===== config.mk =====
export PLATFORM = sky130hd
export DESIGN_NAME = ioc_inspection_ctrl
export DESIGN_NICKNAME = d
export VERILOG_FILES = /design/src/hw/ioc_pkg.sv /design/src/hw/ioc_tmr_if.sv /design/src/hw/ioc_hold_timer.sv /design/src/hw/ioc_inspection_ctrl.sv
export VERILOG_INCLUDE_DIRS = /design/src /design/src/hw
export SDC_FILE = /design/constraint.sdc
export NUM_CORES = 1
export LEC_CHECK = 0
export BUFFER_PORTS_ARGS = -buffer_cell sky130_fd_sc_hd__buf_2
export CORE_AREA = 2 2 145 147
export DETAILED_ROUTE_END_ITERATION = 8
export DIE_AREA = 0 0 147 149
export PLACE_DENSITY = 0.86
export SYNTH_ARGS = -nofsm -noshare
export SYNTH_HDL_FRONTEND = slang
export SYNTH_SLANG_ARGS = --single-unit

===== constraint.sdc =====
create_clock -name pclk -period 8.3 [get_ports pclk]
set_clock_uncertainty 0.2 [all_clocks]
set_input_delay 1.66 -clock pclk [delete_from_list [all_inputs] [get_ports pclk]]
set_output_delay 1.66 -clock pclk [all_outputs]
set_load 0.01 [all_outputs]

===== src/hw/ioc_cfg.svh =====
// Constants of the inspection drive controller.
`ifndef IOC_CFG_SVH
`define IOC_CFG_SVH

`define IOC_CLK_NS         5
`define IOC_TICK_NS        1000000
`define IOC_TICK_CYCLES    (`IOC_TICK_NS / `IOC_CLK_NS)
`define IOC_HOLD_MS        10000
`define IOC_BUZZ_MS        1000
`define IOC_NORMAL_CLR_MS  600000
`define IOC_TMR_W          20

`define IOC_ADDR_W         12
`define IOC_ADDR_CTRL      12'h000
`define IOC_ADDR_CMD       12'h004
`define IOC_ADDR_TOP_DIST  12'h008
`define IOC_ADDR_BOT_DIST  12'h00c
`define IOC_ADDR_STATUS    12'h010

`define IOC_CTRL_RST       32'h0000_0000
`define IOC_DIST_RST       32'h0000_0000
`define IOC_CTRL_PIT_USED  0
`define IOC_CTRL_PIT_UI_OK 1
`define IOC_CTRL_INS_FAST  2
`define IOC_CTRL_RES_FAST  3
`define IOC_CTRL_RES_NOCHN 4
`define IOC_CTRL_BEYOND    5
`define IOC_CTRL_MAN_DOOR  6
`define IOC_CTRL_BUZZ_FIT  7
`define IOC_CTRL_SRC_TOP   8
`define IOC_CTRL_SRC_RES   9
`define IOC_CTRL_W         10
`define IOC_CMD_PIT_RST    0

`define IOC_ST_MODE_LO     0
`define IOC_ST_SPEED_LO    2
`define IOC_ST_UP          4
`define IOC_ST_DOWN        5
`define IOC_ST_PIT_LATCH   6
`define IOC_ST_BLOCKED     7
`define IOC_ST_DOOR_MODE   8
`define IOC_ST_BUZZ        9
`define IOC_ST_CHAIN       10

`endif


===== src/hw/ioc_pkg.sv =====
// Types shared by the inspection and rescue drive controller.
package ioc_pkg;

	typedef enum logic [1:0] {IOC_MODE_NORMAL, IOC_MODE_CAR_TOP, IOC_MODE_PIT,
		IOC_MODE_RESCUE} ioc_mode_t;

	typedef enum logic [1:0] {IOC_SPD_STOP, IOC_SPD_CREEP, IOC_SPD_INSPECT,
		IOC_SPD_RESCUE} ioc_speed_t;

	// One panel; enable_n is a normally closed contact.
	typedef struct packed {
		logic fast;
		logic down;
		logic up;
		logic enable_n;
	} ioc_panel_t;

endpackage


===== src/hw/ioc_tmr_if.sv =====
// Interface joining the controller to one of its millisecond hold timers.
`timescale 1ns/1ps
interface ioc_tmr_if;
	logic run;  // Count while high, clear while low.
	logic tick; // One-cycle millisecond enable.
	logic done; // Limit reached.

	modport timer (input run, input tick, output done);
	modport user  (output run, output tick, input done);
endinterface


===== src/hw/ioc_hold_timer.sv =====
// Millisecond timer that reports once a run request has lasted LIMIT ticks.
`timescale 1ns/1ps
module ioc_hold_timer #(
	parameter int LIMIT = 1000,
	parameter int W     = 20
) (
	input wire logic pclk,    // System clock.
	input wire logic presetn, // Asynchronous reset, active low.
	ioc_tmr_if.timer t        // Run, tick and done.
);
	logic [W-1:0] cnt;

	initial begin
		if (LIMIT < 1 || LIMIT >= (1 << W)) $error("ioc_hold_timer: LIMIT does not fit W");
	end

	// The count saturates at the limit, so done stays high while run is held.
	always_ff @(posedge pclk or negedge presetn) begin
		if (!presetn) begin
			cnt <= '0;
		end else if (!t.run) begin
			cnt <= '0;
		end else if (t.tick && cnt != W'(LIMIT)) begin
			cnt <= cnt + W'(1);
		end
	end

	assign t.done = t.run && (cnt == W'(LIMIT));
endmodule


===== src/hw/ioc_inspection_ctrl.sv =====
// Inspection, pit inspection and rescue drive controller with its APB registers.
// Operation
// RQ1 - Three panels: enable, up, down, fast.
// RQ2 - Car top panel: board or first bus only.
// RQ3 - Rescue panel: board or first bus only.
// RQ4 - Pit panel used once blocks until reset.
// RQ5 - Policy decides whether display may clear block.
// RQ6 - Inspection fast fitted: fast speed, else creep.
// RQ7 - Rescue fast fitted: rescue speed, else creep.
// RQ8 - Rescue may ignore passive chain input.
// RQ9 - Beyond-terminal flag clears after normal running.
// RQ10 - Ten second two-button hold swaps to doors.
// RQ11 - Role change sounds fitted buzzer one second.
// RQ12 - Repeat hold or toggle switch restores direction.
// RQ13 - Inspection stops short by configured distances.
// RQ14 - Activation opens chain; direction buttons close it.
// RQ15 - Enabled mode without button commands standstill.
//
// Our own choices: register access over APB and the register addresses.
`timescale 1ns/1ps
`include "ioc_cfg.svh"
module ioc_inspection_ctrl
	import ioc_pkg::*;
#(
	parameter int TICK_CYCLES   = `IOC_TICK_CYCLES,
	parameter int HOLD_MS       = `IOC_HOLD_MS,
	parameter int BUZZ_MS       = `IOC_BUZZ_MS,
	parameter int NORMAL_CLR_MS = `IOC_NORMAL_CLR_MS,
	parameter int POS_W         = 24
) (
	input  wire logic                   pclk,             // System clock, 200 MHz.
	input  wire logic                   presetn,          // Asynchronous reset, active low.
	input  wire logic                   psel,             // APB select.
	input  wire logic                   penable,          // APB access phase.
	input  wire logic                   pwrite,           // APB write.
	input  wire logic [`IOC_ADDR_W-1:0] paddr,            // APB byte address.
	input  wire logic [31:0]            pwdata,           // APB write data.
	output logic      [31:0]            prdata,           // APB read data.
	output logic                        pready,           // APB ready.
	output logic                        pslverr,          // APB error.
	input  wire ioc_panel_t             car_top_board,    // Car top panel, board inputs.
	input  wire ioc_panel_t             car_top_bus,      // Car top panel, first_field_bus unit.
	input  wire ioc_panel_t             pit_panel,        // Pit panel.
	input  wire ioc_panel_t             rescue_board,     // Rescue panel, board inputs.
	input  wire ioc_panel_t             rescue_bus,       // Rescue panel, first_field_bus unit.
	input  wire logic                   pit_reset_in,     // Dedicated pit reset input.
	input  wire logic                   passive_chain_ok, // Passive chain, safety_board.
	input  wire logic [POS_W-1:0]       car_pos,          // Car position.
	input  wire logic [POS_W-1:0]       top_floor_pos,    // Top floor level.
	input  wire logic [POS_W-1:0]       bottom_floor_pos, // Bottom floor level.
	output logic                        drive_up,         // Travel up command.
	output logic                        drive_down,       // Travel down command.
	output ioc_speed_t                  speed_sel,        // Commanded speed.
	output logic                        door_open_cmd,    // Door open, manual door mode.
	output logic                        door_close_cmd,   // Door close, manual door mode.
	output logic                        pit_buzzer,       // Pit driving buzzer.
	output logic                        lift_blocked,     // Pit block holds the lift.
	output ioc_mode_t                   mode              // Active operating mode.
);
	localparam int TICK_W = $clog2(TICK_CYCLES + 1);

	initial begin
		if (TICK_CYCLES < 1) $error("ioc_inspection_ctrl: TICK_CYCLES below one");
		if (POS_W < 1 || POS_W > 32) $error("ioc_inspection_ctrl: POS_W out of range");
	end

	logic [`IOC_CTRL_W-1:0] ctrl;
	logic [POS_W-1:0]       top_dist;
	logic [POS_W-1:0]       bot_dist;
	logic [TICK_W-1:0]      div_cnt;
	logic                   ms_tick;
	logic                   pit_latch;
	logic                   door_mode;
	logic                   hold_done_q;
	ioc_panel_t             car_top;
	ioc_panel_t             rescue;
	ioc_panel_t             panel;
	ioc_mode_t              next_mode;
	logic                   top_on;
	logic                   pit_on;
	logic                   res_on;
	logic                   wr;
	logic                   rd_setup;
	logic                   addr_ok;
	logic                   ui_pit_reset;
	logic                   chain_ok;
	logic                   up_room;
	logic                   down_room;
	logic                   next_up;
	logic                   next_down;
	ioc_speed_t             next_speed;
	logic [POS_W:0]         up_limit;
	logic [POS_W:0]         down_limit;
	logic [31:0]            status;
	logic [31:0]            next_rdata;

	ioc_tmr_if hold_if ();
	ioc_tmr_if buzz_if ();
	ioc_tmr_if norm_if ();

	// Each panel comes from its one configured source.
	assign car_top = ctrl[`IOC_CTRL_SRC_TOP] ? car_top_bus : car_top_board; // RQ2
	assign rescue  = ctrl[`IOC_CTRL_SRC_RES] ? rescue_bus : rescue_board;   // RQ3

	// Enables are normally closed; low turns the mode on.
	assign top_on = !car_top.enable_n;   // RQ1
	assign pit_on = !pit_panel.enable_n; // RQ1
	assign res_on = !rescue.enable_n;    // RQ1

	// Car top wins over pit, pit over rescue, so the person on the car
	// keeps control.
	always_comb begin
		next_mode = IOC_MODE_NORMAL;
		panel     = '0;
		if (top_on) begin
			next_mode = IOC_MODE_CAR_TOP;
			panel     = car_top;
		end else if (pit_on) begin
			next_mode = IOC_MODE_PIT;
			panel     = pit_panel;
		end else if (res_on) begin
			next_mode = IOC_MODE_RESCUE;
			panel     = rescue;
		end
	end

	// APB decode. Reads register their data in the setup cycle so pready can stay high.
	assign wr       = psel && penable && pwrite;
	assign rd_setup = psel && !penable && !pwrite;
	assign addr_ok  = (paddr == `IOC_ADDR_CTRL) || (paddr == `IOC_ADDR_CMD)
		|| (paddr == `IOC_ADDR_TOP_DIST) || (paddr == `IOC_ADDR_BOT_DIST)
		|| (paddr == `IOC_ADDR_STATUS);
	assign pready   = 1'b1;
	assign pslverr  = psel && penable && !addr_ok;
	assign ui_pit_reset = wr && (paddr == `IOC_ADDR_CMD) && pwdata[`IOC_CMD_PIT_RST];

	// Millisecond enable for all hold times.
	always_ff @(posedge pclk or negedge presetn) begin
		if (!presetn) begin
			div_cnt <= '0;
			ms_tick <= 1'b0;
		end else if (div_cnt == TICK_W'(TICK_CYCLES - 1)) begin
			div_cnt <= '0;
			ms_tick <= 1'b1;
		end else begin
			div_cnt <= div_cnt + TICK_W'(1);
			ms_tick <= 1'b0;
		end
	end

	// Operating mode register.
	always_ff @(posedge pclk or negedge presetn) begin
		if (!presetn) begin
			mode <= IOC_MODE_NORMAL;
		end else begin
			mode <= next_mode;
		end
	end

	// Pit latch: set while the pit panel is on, a set beats a clear.
	// The display clear needs policy consent; the reset input does not.
	always_ff @(posedge pclk or negedge presetn) begin
		if (!presetn) begin
			pit_latch <= 1'b0;
		end else if (!ctrl[`IOC_CTRL_PIT_USED]) begin
			pit_latch <= 1'b0;
		end else if (pit_on) begin
			pit_latch <= 1'b1; // RQ4
		end else if (pit_reset_in || (ui_pit_reset && ctrl[`IOC_CTRL_PIT_UI_OK])) begin
			pit_latch <= 1'b0; // RQ5
		end
	end

	// Timers: button hold, buzzer length, normal running.
	assign hold_if.tick = ms_tick;
	assign buzz_if.tick = ms_tick;
	assign norm_if.tick = ms_tick;
	assign hold_if.run  = ctrl[`IOC_CTRL_MAN_DOOR] && (next_mode == IOC_MODE_CAR_TOP)
		&& car_top.up && car_top.down; // RQ10
	assign buzz_if.run  = pit_buzzer;
	assign norm_if.run  = (next_mode == IOC_MODE_NORMAL) && ctrl[`IOC_CTRL_BEYOND];

	ioc_hold_timer #(.LIMIT(HOLD_MS), .W(`IOC_TMR_W)) u_hold (
		.pclk    (pclk),
		.presetn (presetn),
		.t       (hold_if.timer)
	);

	ioc_hold_timer #(.LIMIT(BUZZ_MS), .W(`IOC_TMR_W)) u_buzz (
		.pclk    (pclk),
		.presetn (presetn),
		.t       (buzz_if.timer)
	);

	ioc_hold_timer #(.LIMIT(NORMAL_CLR_MS), .W(`IOC_TMR_W)) u_norm (
		.pclk    (pclk),
		.presetn (presetn),
		.t       (norm_if.timer)
	);

	// Door role: each completed hold toggles it; leaving car top mode
	// by toggling the switch restores direction use.
	always_ff @(posedge pclk or negedge presetn) begin
		if (!presetn) begin
			door_mode   <= 1'b0;
			hold_done_q <= 1'b0;
		end else begin
			hold_done_q <= hold_if.done;
			if (next_mode != IOC_MODE_CAR_TOP || !ctrl[`IOC_CTRL_MAN_DOOR]) begin
				door_mode <= 1'b0; // RQ12
			end else if (hold_if.done && !hold_done_q) begin
				door_mode <= !door_mode; // RQ10 RQ12
			end
		end
	end

	// A fitted buzzer sounds from each hold-driven role change.
	always_ff @(posedge pclk or negedge presetn) begin
		if (!presetn) begin
			pit_buzzer <= 1'b0;
		end else if (hold_if.done && !hold_done_q && ctrl[`IOC_CTRL_BUZZ_FIT]
			&& next_mode == IOC_MODE_CAR_TOP) begin
			pit_buzzer <= 1'b1; // RQ11
		end else if (buzz_if.done) begin
			pit_buzzer <= 1'b0; // RQ11
		end
	end

	// Inspection keeps its stop distances from both terminal floors;
	// rescue stops at the floors unless the beyond flag is set.
	assign up_limit   = {1'b0, car_pos} + {1'b0, top_dist};
	assign down_limit = {1'b0, bottom_floor_pos} + {1'b0, bot_dist};
	always_comb begin
		up_room   = 1'b0;
		down_room = 1'b0;
		if (next_mode == IOC_MODE_RESCUE) begin
			up_room   = ctrl[`IOC_CTRL_BEYOND] || (car_pos < top_floor_pos);    // RQ9
			down_room = ctrl[`IOC_CTRL_BEYOND] || (car_pos > bottom_floor_pos); // RQ9
		end else begin
			up_room   = up_limit < {1'b0, top_floor_pos};  // RQ13
			down_room = {1'b0, car_pos} > down_limit;      // RQ13
		end
	end

	// The passive chain gates travel; rescue may be told to look past it.
	assign chain_ok = passive_chain_ok
		|| (next_mode == IOC_MODE_RESCUE && ctrl[`IOC_CTRL_RES_NOCHN]); // RQ8

	// Both or no buttons, door mode or a dead chain mean standstill;
	// an unfitted fast button gives creep speed.
	always_comb begin
		next_up    = 1'b0;
		next_down  = 1'b0;
		next_speed = IOC_SPD_STOP;
		if (next_mode != IOC_MODE_NORMAL && !door_mode && chain_ok
			&& (panel.up != panel.down)) begin
			next_up   = panel.up && up_room;
			next_down = panel.down && down_room;
		end
		if (next_up || next_down) begin
			case (next_mode)
				IOC_MODE_RESCUE: begin
					next_speed = (ctrl[`IOC_CTRL_RES_FAST] && panel.fast)
						? IOC_SPD_RESCUE : IOC_SPD_CREEP; // RQ7
				end
				IOC_MODE_CAR_TOP, IOC_MODE_PIT: begin
					next_speed = (ctrl[`IOC_CTRL_INS_FAST] && panel.fast)
						? IOC_SPD_INSPECT : IOC_SPD_CREEP; // RQ6
				end
				default: begin
					next_speed = IOC_SPD_STOP;
				end
			endcase
		end
	end

	// Registered drive and door outputs.
	always_ff @(posedge pclk or negedge presetn) begin
		if (!presetn) begin
			drive_up       <= 1'b0;
			drive_down     <= 1'b0;
			speed_sel      <= IOC_SPD_STOP;
			door_open_cmd  <= 1'b0;
			door_close_cmd <= 1'b0;
			lift_blocked   <= 1'b0;
		end else begin
			drive_up       <= next_up;    // RQ15
			drive_down     <= next_down;  // RQ15
			speed_sel      <= next_speed; // RQ15
			door_open_cmd  <= door_mode && top_on && car_top.up && !car_top.down; // RQ10
			door_close_cmd <= door_mode && top_on && car_top.down && !car_top.up; // RQ10
			lift_blocked   <= pit_latch && !pit_on; // RQ4
		end
	end

	// Control register; a write beats the automatic clear of the
	// beyond flag, so a fresh setting is never lost.
	always_ff @(posedge pclk or negedge presetn) begin
		if (!presetn) begin
			ctrl <= `IOC_CTRL_W'(`IOC_CTRL_RST);
		end else if (wr && paddr == `IOC_ADDR_CTRL) begin
			ctrl <= pwdata[`IOC_CTRL_W-1:0];
		end else if (norm_if.done) begin
			ctrl[`IOC_CTRL_BEYOND] <= 1'b0; // RQ9
		end
	end

	// Stop distance registers.
	always_ff @(posedge pclk or negedge presetn) begin
		if (!presetn) begin
			top_dist <= POS_W'(`IOC_DIST_RST);
			bot_dist <= POS_W'(`IOC_DIST_RST);
		end else if (wr) begin
			if (paddr == `IOC_ADDR_TOP_DIST) begin
				top_dist <= pwdata[POS_W-1:0]; // RQ13
			end
			if (paddr == `IOC_ADDR_BOT_DIST) begin
				bot_dist <= pwdata[POS_W-1:0]; // RQ13
			end
		end
	end

	// Live status word.
	always_comb begin
		status = '0;
		status[`IOC_ST_MODE_LO +: 2]  = mode;
		status[`IOC_ST_SPEED_LO +: 2] = speed_sel;
		status[`IOC_ST_UP]            = drive_up;
		status[`IOC_ST_DOWN]          = drive_down;
		status[`IOC_ST_PIT_LATCH]     = pit_latch;
		status[`IOC_ST_BLOCKED]       = lift_blocked;
		status[`IOC_ST_DOOR_MODE]     = door_mode;
		status[`IOC_ST_BUZZ]          = pit_buzzer;
		status[`IOC_ST_CHAIN]         = passive_chain_ok;
	end

	// Read multiplexer; unmapped and command addresses read zero.
	always_comb begin
		next_rdata = '0;
		case (paddr)
			`IOC_ADDR_CTRL: begin
				next_rdata = 32'(ctrl);
			end
			`IOC_ADDR_TOP_DIST: begin
				next_rdata = 32'(top_dist);
			end
			`IOC_ADDR_BOT_DIST: begin
				next_rdata = 32'(bot_dist);
			end
			`IOC_ADDR_STATUS: begin
				next_rdata = status;
			end
			default: begin
				next_rdata = '0;
			end
		endcase
	end

	// Read data, loaded in a read's setup cycle.
	always_ff @(posedge pclk or negedge presetn) begin
		if (!presetn) begin
			prdata <= '0;
		end else if (rd_setup) begin
			prdata <= next_rdata;
		end
	end
endmodule


## Word level (Yosys, flattened, before mapping)

Index checks and enable logic that the tools add are counted.

- $add $sub $neg: 6
- Magnitude comparators: 4
- Equal/unequal tests: 20
- Mux-type cells: 34
- Reduce and logical (&&, ||, !) cells: 64

Operators with widths:

| operator | number |
|---|---|
| $mux W20 | 6 |
| $pmux W24 S4 | 1 |
| $add A20 B1 Y20 const B | 3 |
| $add A24 B24 Y25 | 2 |
| $logic_and A1 B1 Y1 | 36 |
| $gt A24 B25 Y1 | 1 |
| $lt A25 B24 Y1 | 1 |
| $eq A12 B4 Y1 const B | 2 |
| $gt A24 B24 Y1 | 1 |
| $lt A24 B24 Y1 | 1 |
| $eq A20 B10 Y1 const B | 1 |
| $eq A20 B14 Y1 const B | 1 |
| $eq A20 B20 Y1 const B | 1 |
| $mux W4 | 5 |
| $ne A20 B10 Y1 const B | 1 |
| $ne A20 B14 Y1 const B | 1 |
| $ne A20 B20 Y1 const B | 1 |
| $add A18 B1 Y18 const B | 1 |
| $eq A18 B18 Y1 const B | 1 |
| $mux W18 | 1 |
| $mux W1 | 14 |
| $eq A12 B3 Y1 const B | 1 |
| $eq A12 B5 Y1 const B | 1 |
| $logic_not A12 Y1 | 1 |
| 14 further kinds | 43 |

- Register bits: 182
- Input port bits: 143
- Output and inout bits: 44
- Word-level logic and storage cells: 149

## Depth between registers and ports, before layout

- Word-level depth: 13
- Depth in mapped cells: 19
- Gate-level depth less buffers: 19

## Cells and area by module

From an unflattened synthesis, not the netlist that was laid out.

- Cell total of the unflattened synthesis: 1395
- Area, all modules: 13051.3 um^2

By module, submodules not included:

| module | instances | cells each | area each (um^2) | sequential area each (um^2) |
|---|---|---|---|---|
| ioc_inspection_ctrl | 1 | 1031 | 9620.5 | 2852.7 |
| ioc_hold_timer (u_buzz) | 1 | 121 | 1176.1 | 500.5 |
| ioc_hold_timer (u_norm) | 1 | 121 | 1131.1 | 500.5 |
| ioc_hold_timer (u_hold) | 1 | 122 | 1123.6 | 500.5 |

## Least setup slack after synthesis

Ideal clock, no wire load.

- Path type: input port to flip-flop
- From: input port bottom_floor_pos[0]
- To: register speed_sel[1]
- Setup time: 0.087 ns
- Arrival: 5.398 ns
- Data required time: 8.013 ns
- Slack: 2.615 ns
- Stages: 17
- Buffers on the path: 0
- Path through: ha_1 fa_1 a211oi_1 o21ai_1 and3_4 o41a_1 a41oi_1 xnor2_1 ha_1 nand4_1 nor3_1 o21ai_0 a31o_2 a211oi_1 o211ai_1 or3_4 a211oi_2

- Longest elaborated chain between the ends: 7
- Elaborated cells between the ends (all ways): 9
- Those cells by class: add/sub (1); order compare (2); mux (3); reduce/logical (3)

RTL lines:

| item | RTL line | source |
|---|---|---|
| from (decl) | ioc_inspection_ctrl.sv:50 | `input wire logic [POS_W-1:0] bottom_floor_pos,` |
| $add A24 B24 Y25 or $gt A24 B24 Y1 (tied branches) | ioc_inspection_ctrl.sv:232, ioc_inspection_ctrl.sv:238 |  |
| $gt A24 B25 Y1 or $logic_or A1 B1 Y1 (tied branches) | ioc_inspection_ctrl.sv:241, ioc_inspection_ctrl.sv:238 |  |
| $mux W1 (*) | ioc_inspection_ctrl.sv:236 | `if (next_mode == IOC_MODE_RESCUE) begin` |
| $logic_and A1 B1 Y1 (*) | ioc_inspection_ctrl.sv:258 | `next_down = panel.down && down_room;` |
| $mux W1 (*) | ioc_inspection_ctrl.sv:255 | `if (next_mode != IOC_MODE_NORMAL && !door_mode && chain_ok` |
| $logic_or A1 B1 Y1 (*) | ioc_inspection_ctrl.sv:260 | `if (next_up \|\| next_down) begin` |
| $mux W2 (*) | ioc_inspection_ctrl.sv:260 |  |
| via next_speed[1] | ioc_inspection_ctrl.sv:91 | `ioc_speed_t next_speed;` |
| to (signal assigned) | ioc_inspection_ctrl.sv:289 | `speed_sel <= next_speed;` |
| to (decl) | ioc_inspection_ctrl.sv:53 | `output ioc_speed_t speed_sel,` |

Mark *: on every way through the listed nets, which the timed path passes. The rest lies on a longest branch.
A chain may end at the register's enable or synchronous reset.

## Final worst setup path

Same ends and word-level chain as after synthesis.

==> impl_results.md <==
* Status: complete, no violations
* Sequence of cells on the critical path: buf_2, ha_1, fa_1, a211oi_1, o21ai_1, and3_4, o41a_1, a41oi_1, xnor2_1, ha_1, nand4_1, nor3_1, o21ai_0, a31o_2, a211oi_1, o211ai_1, or3_4, a211oi_2
* Psw at about 0.5 mW
* PwrDens at 133 nW/µm²
* Core area at 20600 µm²
* # DRC at 0
* # setup viols final at 0
* Die ar. at 21900 µm²
* Logic pwr share at about an eighth
* CTS Hold Bufs at 0
* Reg clk slew, reported paths at 0.07 ns
* Final nets at 1800
* Initial DRC Count at 767
* First-pass GRT wire length at 53500 µm
* Worst Hold Class: reg -> reg
* Gpl congestion at just over 0.9
* Worst EP required at about 8.4 ns
* Util after Layout at between 60% and 70%
* Slew Limit Fails at 0
* Post-route ant nets at 0
* Top Ports at 187
* Mapped Avg Cell Area at between 9 and 10 µm²
* Startpoint types: input port
* CTS tree: done
* Final Instance Area at 14300 µm²
* Global route overflow at 0
* Syn-to-layout area delta at 13.2%
* Pin count of the biggest net entering global routing at 97
* Die height at 149 µm
* Non-filler instance count after layout at 1793
* Asr flop ratio synth at 100%
* Root Buffer: clkbuf_16
* Maximum Capacitance Violations at 0
* Setup bufs post-CTS at 0
* H-tree levels at 4
* Final TNS setup at 0 ns
* Synth Cell Area at 12600 µm²
* Ys flop type: dfrtp_1
* Leak at 7.09 nW
* Share of layout cells above drive strength 1 at roughly a fifth
* Kind of end point of the critical path: register
* DP Area at 13700 µm²
* Top cell family by delay on the critical path: compound AO/OA/AOI/OAI gates
* Number of global-route vias before repair at 10703
* Post-Route WL at 33500 µm
* Post-cts repair resize count at 0
* Period utilisation layout at roughly three quarters
* RSZ-0062 raised after global routing: no
* Row count at 53
* Peak supply drop at 0.148 mV
* Starting Density at between 60 and 70%
* Vias at 10918
* Chip width at 147 µm
* Arr. time, crit path at 6.33 ns
* Register-to-Register Path Depth at 17
* Slew @ Worst Pin at around 1.2 ns
* Port-buffer cells at 169
* Top cells by count, synth: dfrtp_1 (174), ha_1 (152), nor2_1 (108), nand2_1 (85), inv_1 (80)
* Post-DP HPWL at 25200 µm
* Top-count cell post-synth: dfrtp_1
* Synth warn at 0
* CP max stage cell: or3_4
* Min Tclk post-route at 6.19 ns
* Seq/Total Area, Yosys at 34.5%
* Seq cells post-synth at 174
* Power, Total at 1.90 mW
* CTS Buf Count at 17
* Clk_lat worst skew at approximately 0.43 ns
* Synth top area share at 34.5%
* Clock share of power at 42.5%
* Max-slew headroom at roughly 18%
* WL/cell at about 19 µm
* Yosys cell types at 77
* WP buf/inv at 1
* CP Class: in -> reg
* Vias per Instance at 6.09
* Sequential Power Share at 44.8%
* GR Util All Layers at 30.7%
* Placed Cells at 1759
* Mapped Cells at 1343
* Initial antenna violation count at 1
* Iteration count of the initial detailed-routing pass at 6
* Ranking of synthesized cells by area: dfrtp_1 (35%), ha_1 (15%), mux2_2 (5.7%), xor2_1 (3.6%), xnor2_1 (3.5%)
* Power Internal at 1.41 mW
* Hold depth at 2
* Number of cells on the critical path at 18
* Post-synth EDFFs at 0
* Final Hold Viols at 0
* Sink Count at 174
* Longest Clk Path Bufs at 2
* Crit-path max FO at 4
* Synth area leader: dfrtp_1
* Switching share of total power at 26.0%
* Fmax at 162 MHz
* CP max stage delay at approximately 0.44 ns
==> worst reg2reg max path, delay by kind of cell, from the launching register on <==
kind / cells / cell delay [ns]
compound gates: 9 / 2.26
simple gates: 4 / 1.22
fa+ha+maj: 3 / 0.96
flops: 1 / 0.41
xor+xnor: 1 / 0.11
==> sequential cells by signal, summed over array words and instances, names as in the netlist <==
register / flops
pit_latch: 1
u_buzz.cnt: 20
bot_dist: 24
top_dist: 24
hold_done_q: 1
prdata: 24
door_close_cmd: 1
drive_down: 1
pit_buzzer: 1
lift_blocked: 1
door_open_cmd: 1
door_mode: 1
u_norm.cnt: 20
buzz_if.tick: 1
drive_up: 1
ctrl: 10
div_cnt: 18
mode: 2
u_hold.cnt: 20
speed_sel: 2
==> kinds of logic (layout without fill, tap and decap cells) <==
| logic type | after synthesis | after routing | synth area share [%] |
|---|---|---|---|
| AOI/OAI and AO/OA | 305 | 305 | 16.0 |
| xor gates and xnor gates | 102 | 102 | 7.08 |
| adders and majority gates | 154 | 154 | 15.4 |
| buffers and inverters | 119 | 285 | 3.92 |
| DFF | 174 | 174 | 34.5 |
| muxes | 75 | 75 | 6.61 |
| other | 2 | 11 | 0.0595 |
| and+or+nand+nor | 412 | 412 | 16.4 |
==> path summary, 6_finish.rpt <==
| path | start | end | slack, ns |
|---|---|---|---|
| setup / recovery | bottom_floor_pos[0] | speed_sel[1]$_DFF_PN0_ | 2.11 |
| hold / removal | prdata[17]$_DFFE_PN0P_ | prdata[17]$_DFFE_PN0P_ | 0.28 |
| setup reg to reg | bot_dist[0]$_DFFE_PN0P_ | speed_sel[1]$_DFF_PN0_ | 3.05 |
| hold reg to reg | prdata[17]$_DFFE_PN0P_ | prdata[17]$_DFFE_PN0P_ | 0.28 |
| max in group asynchronous | presetn | prdata[13]$_DFFE_PN0P_ | 5.23 |
| min in group asynchronous | presetn | bot_dist[15]$_DFFE_PN0P_ | 1.09 |
==> layer usage <==
metal / part of all wire (%) / wire length, µm / up-vias / track usage [%]
met5: 0 / 0 / - / 0
li1: - / - / 5169 / -
met4: 3.6 / 1220 / 0 / 11.2
met1: 43 / 14300 / 5231 / 40.3
met3: 6.3 / 2120 / 77 / 4.71
met2: 47 / 15800 / 441 / 52.0
==> per-stage QoR <==
stage | hold WS [ns] | setup slack, ns
5_1_grt | 0.311 | 1.98
3_5_place_dp | 0.266 | 1.81
6_report | 0.275 | 2.11
4_1_cts | 0.282 | 2.27
2_1_floorplan | 0.255 | 2.61
3_3_place_gp | 0.258 | 1.95
==> cells in the final DEF, fill, tap and decap left out, types with 4 or more instances in the layout <==
cell type  count
and2_1        11
or2_2          5
a22oi_1       18
and3_1        15
a21oi_1       76
and4_1         6
clkinv_4       4
inv_1         80
a21o_1        42
o211ai_1       7
clkbuf_16     17
nand4_1       30
or3_1         20
buf_2        168
ha_1         152
o31ai_1        4
nor4_1        12
a221oi_1       7
o21bai_1       4
mux2i_1       10
nor2b_1       17
o21ai_0       71
nor2_1       107
nand2b_1      11
xor2_1        52
xnor2_1       50
mux2_2        64
o21a_1        15
a211oi_1      14
a31oi_1        7
inv_6          4
nand3_1       49
a222oi_1       5
nor3_1        24
a21boi_0       4
dfrtp_1      174
nand2_1       85
conb_1         9
==> cell type report <==
type                            count  area [µm²]
Inverter                           81         304
Sequential cell                   174        4350
Timing Repair Buffer              172         875
Fill cell                        1558        6270
Tap cell                          275         344
Clock inverter                     14         156
Multi-Input combinational cell   1057        7800
Antenna cell                        2        5.00
Clock buffer                       18         439
==> power by group through the flow <==
stage | sequential [mW] | combinational [mW] | clock [mW]
after global placement | 0.867 | 0.230 | 0
after global routing | 0.851 | 0.272 | 0.853
after CTS | 0.851 | 0.240 | 0.812
after floorplan | 0.867 | 0.136 | 0
final | 0.851 | 0.242 | 0.809
after detailed placement | 0.867 | 0.238 | 0
Note: power is estimated with default switching activity, not from simulation.
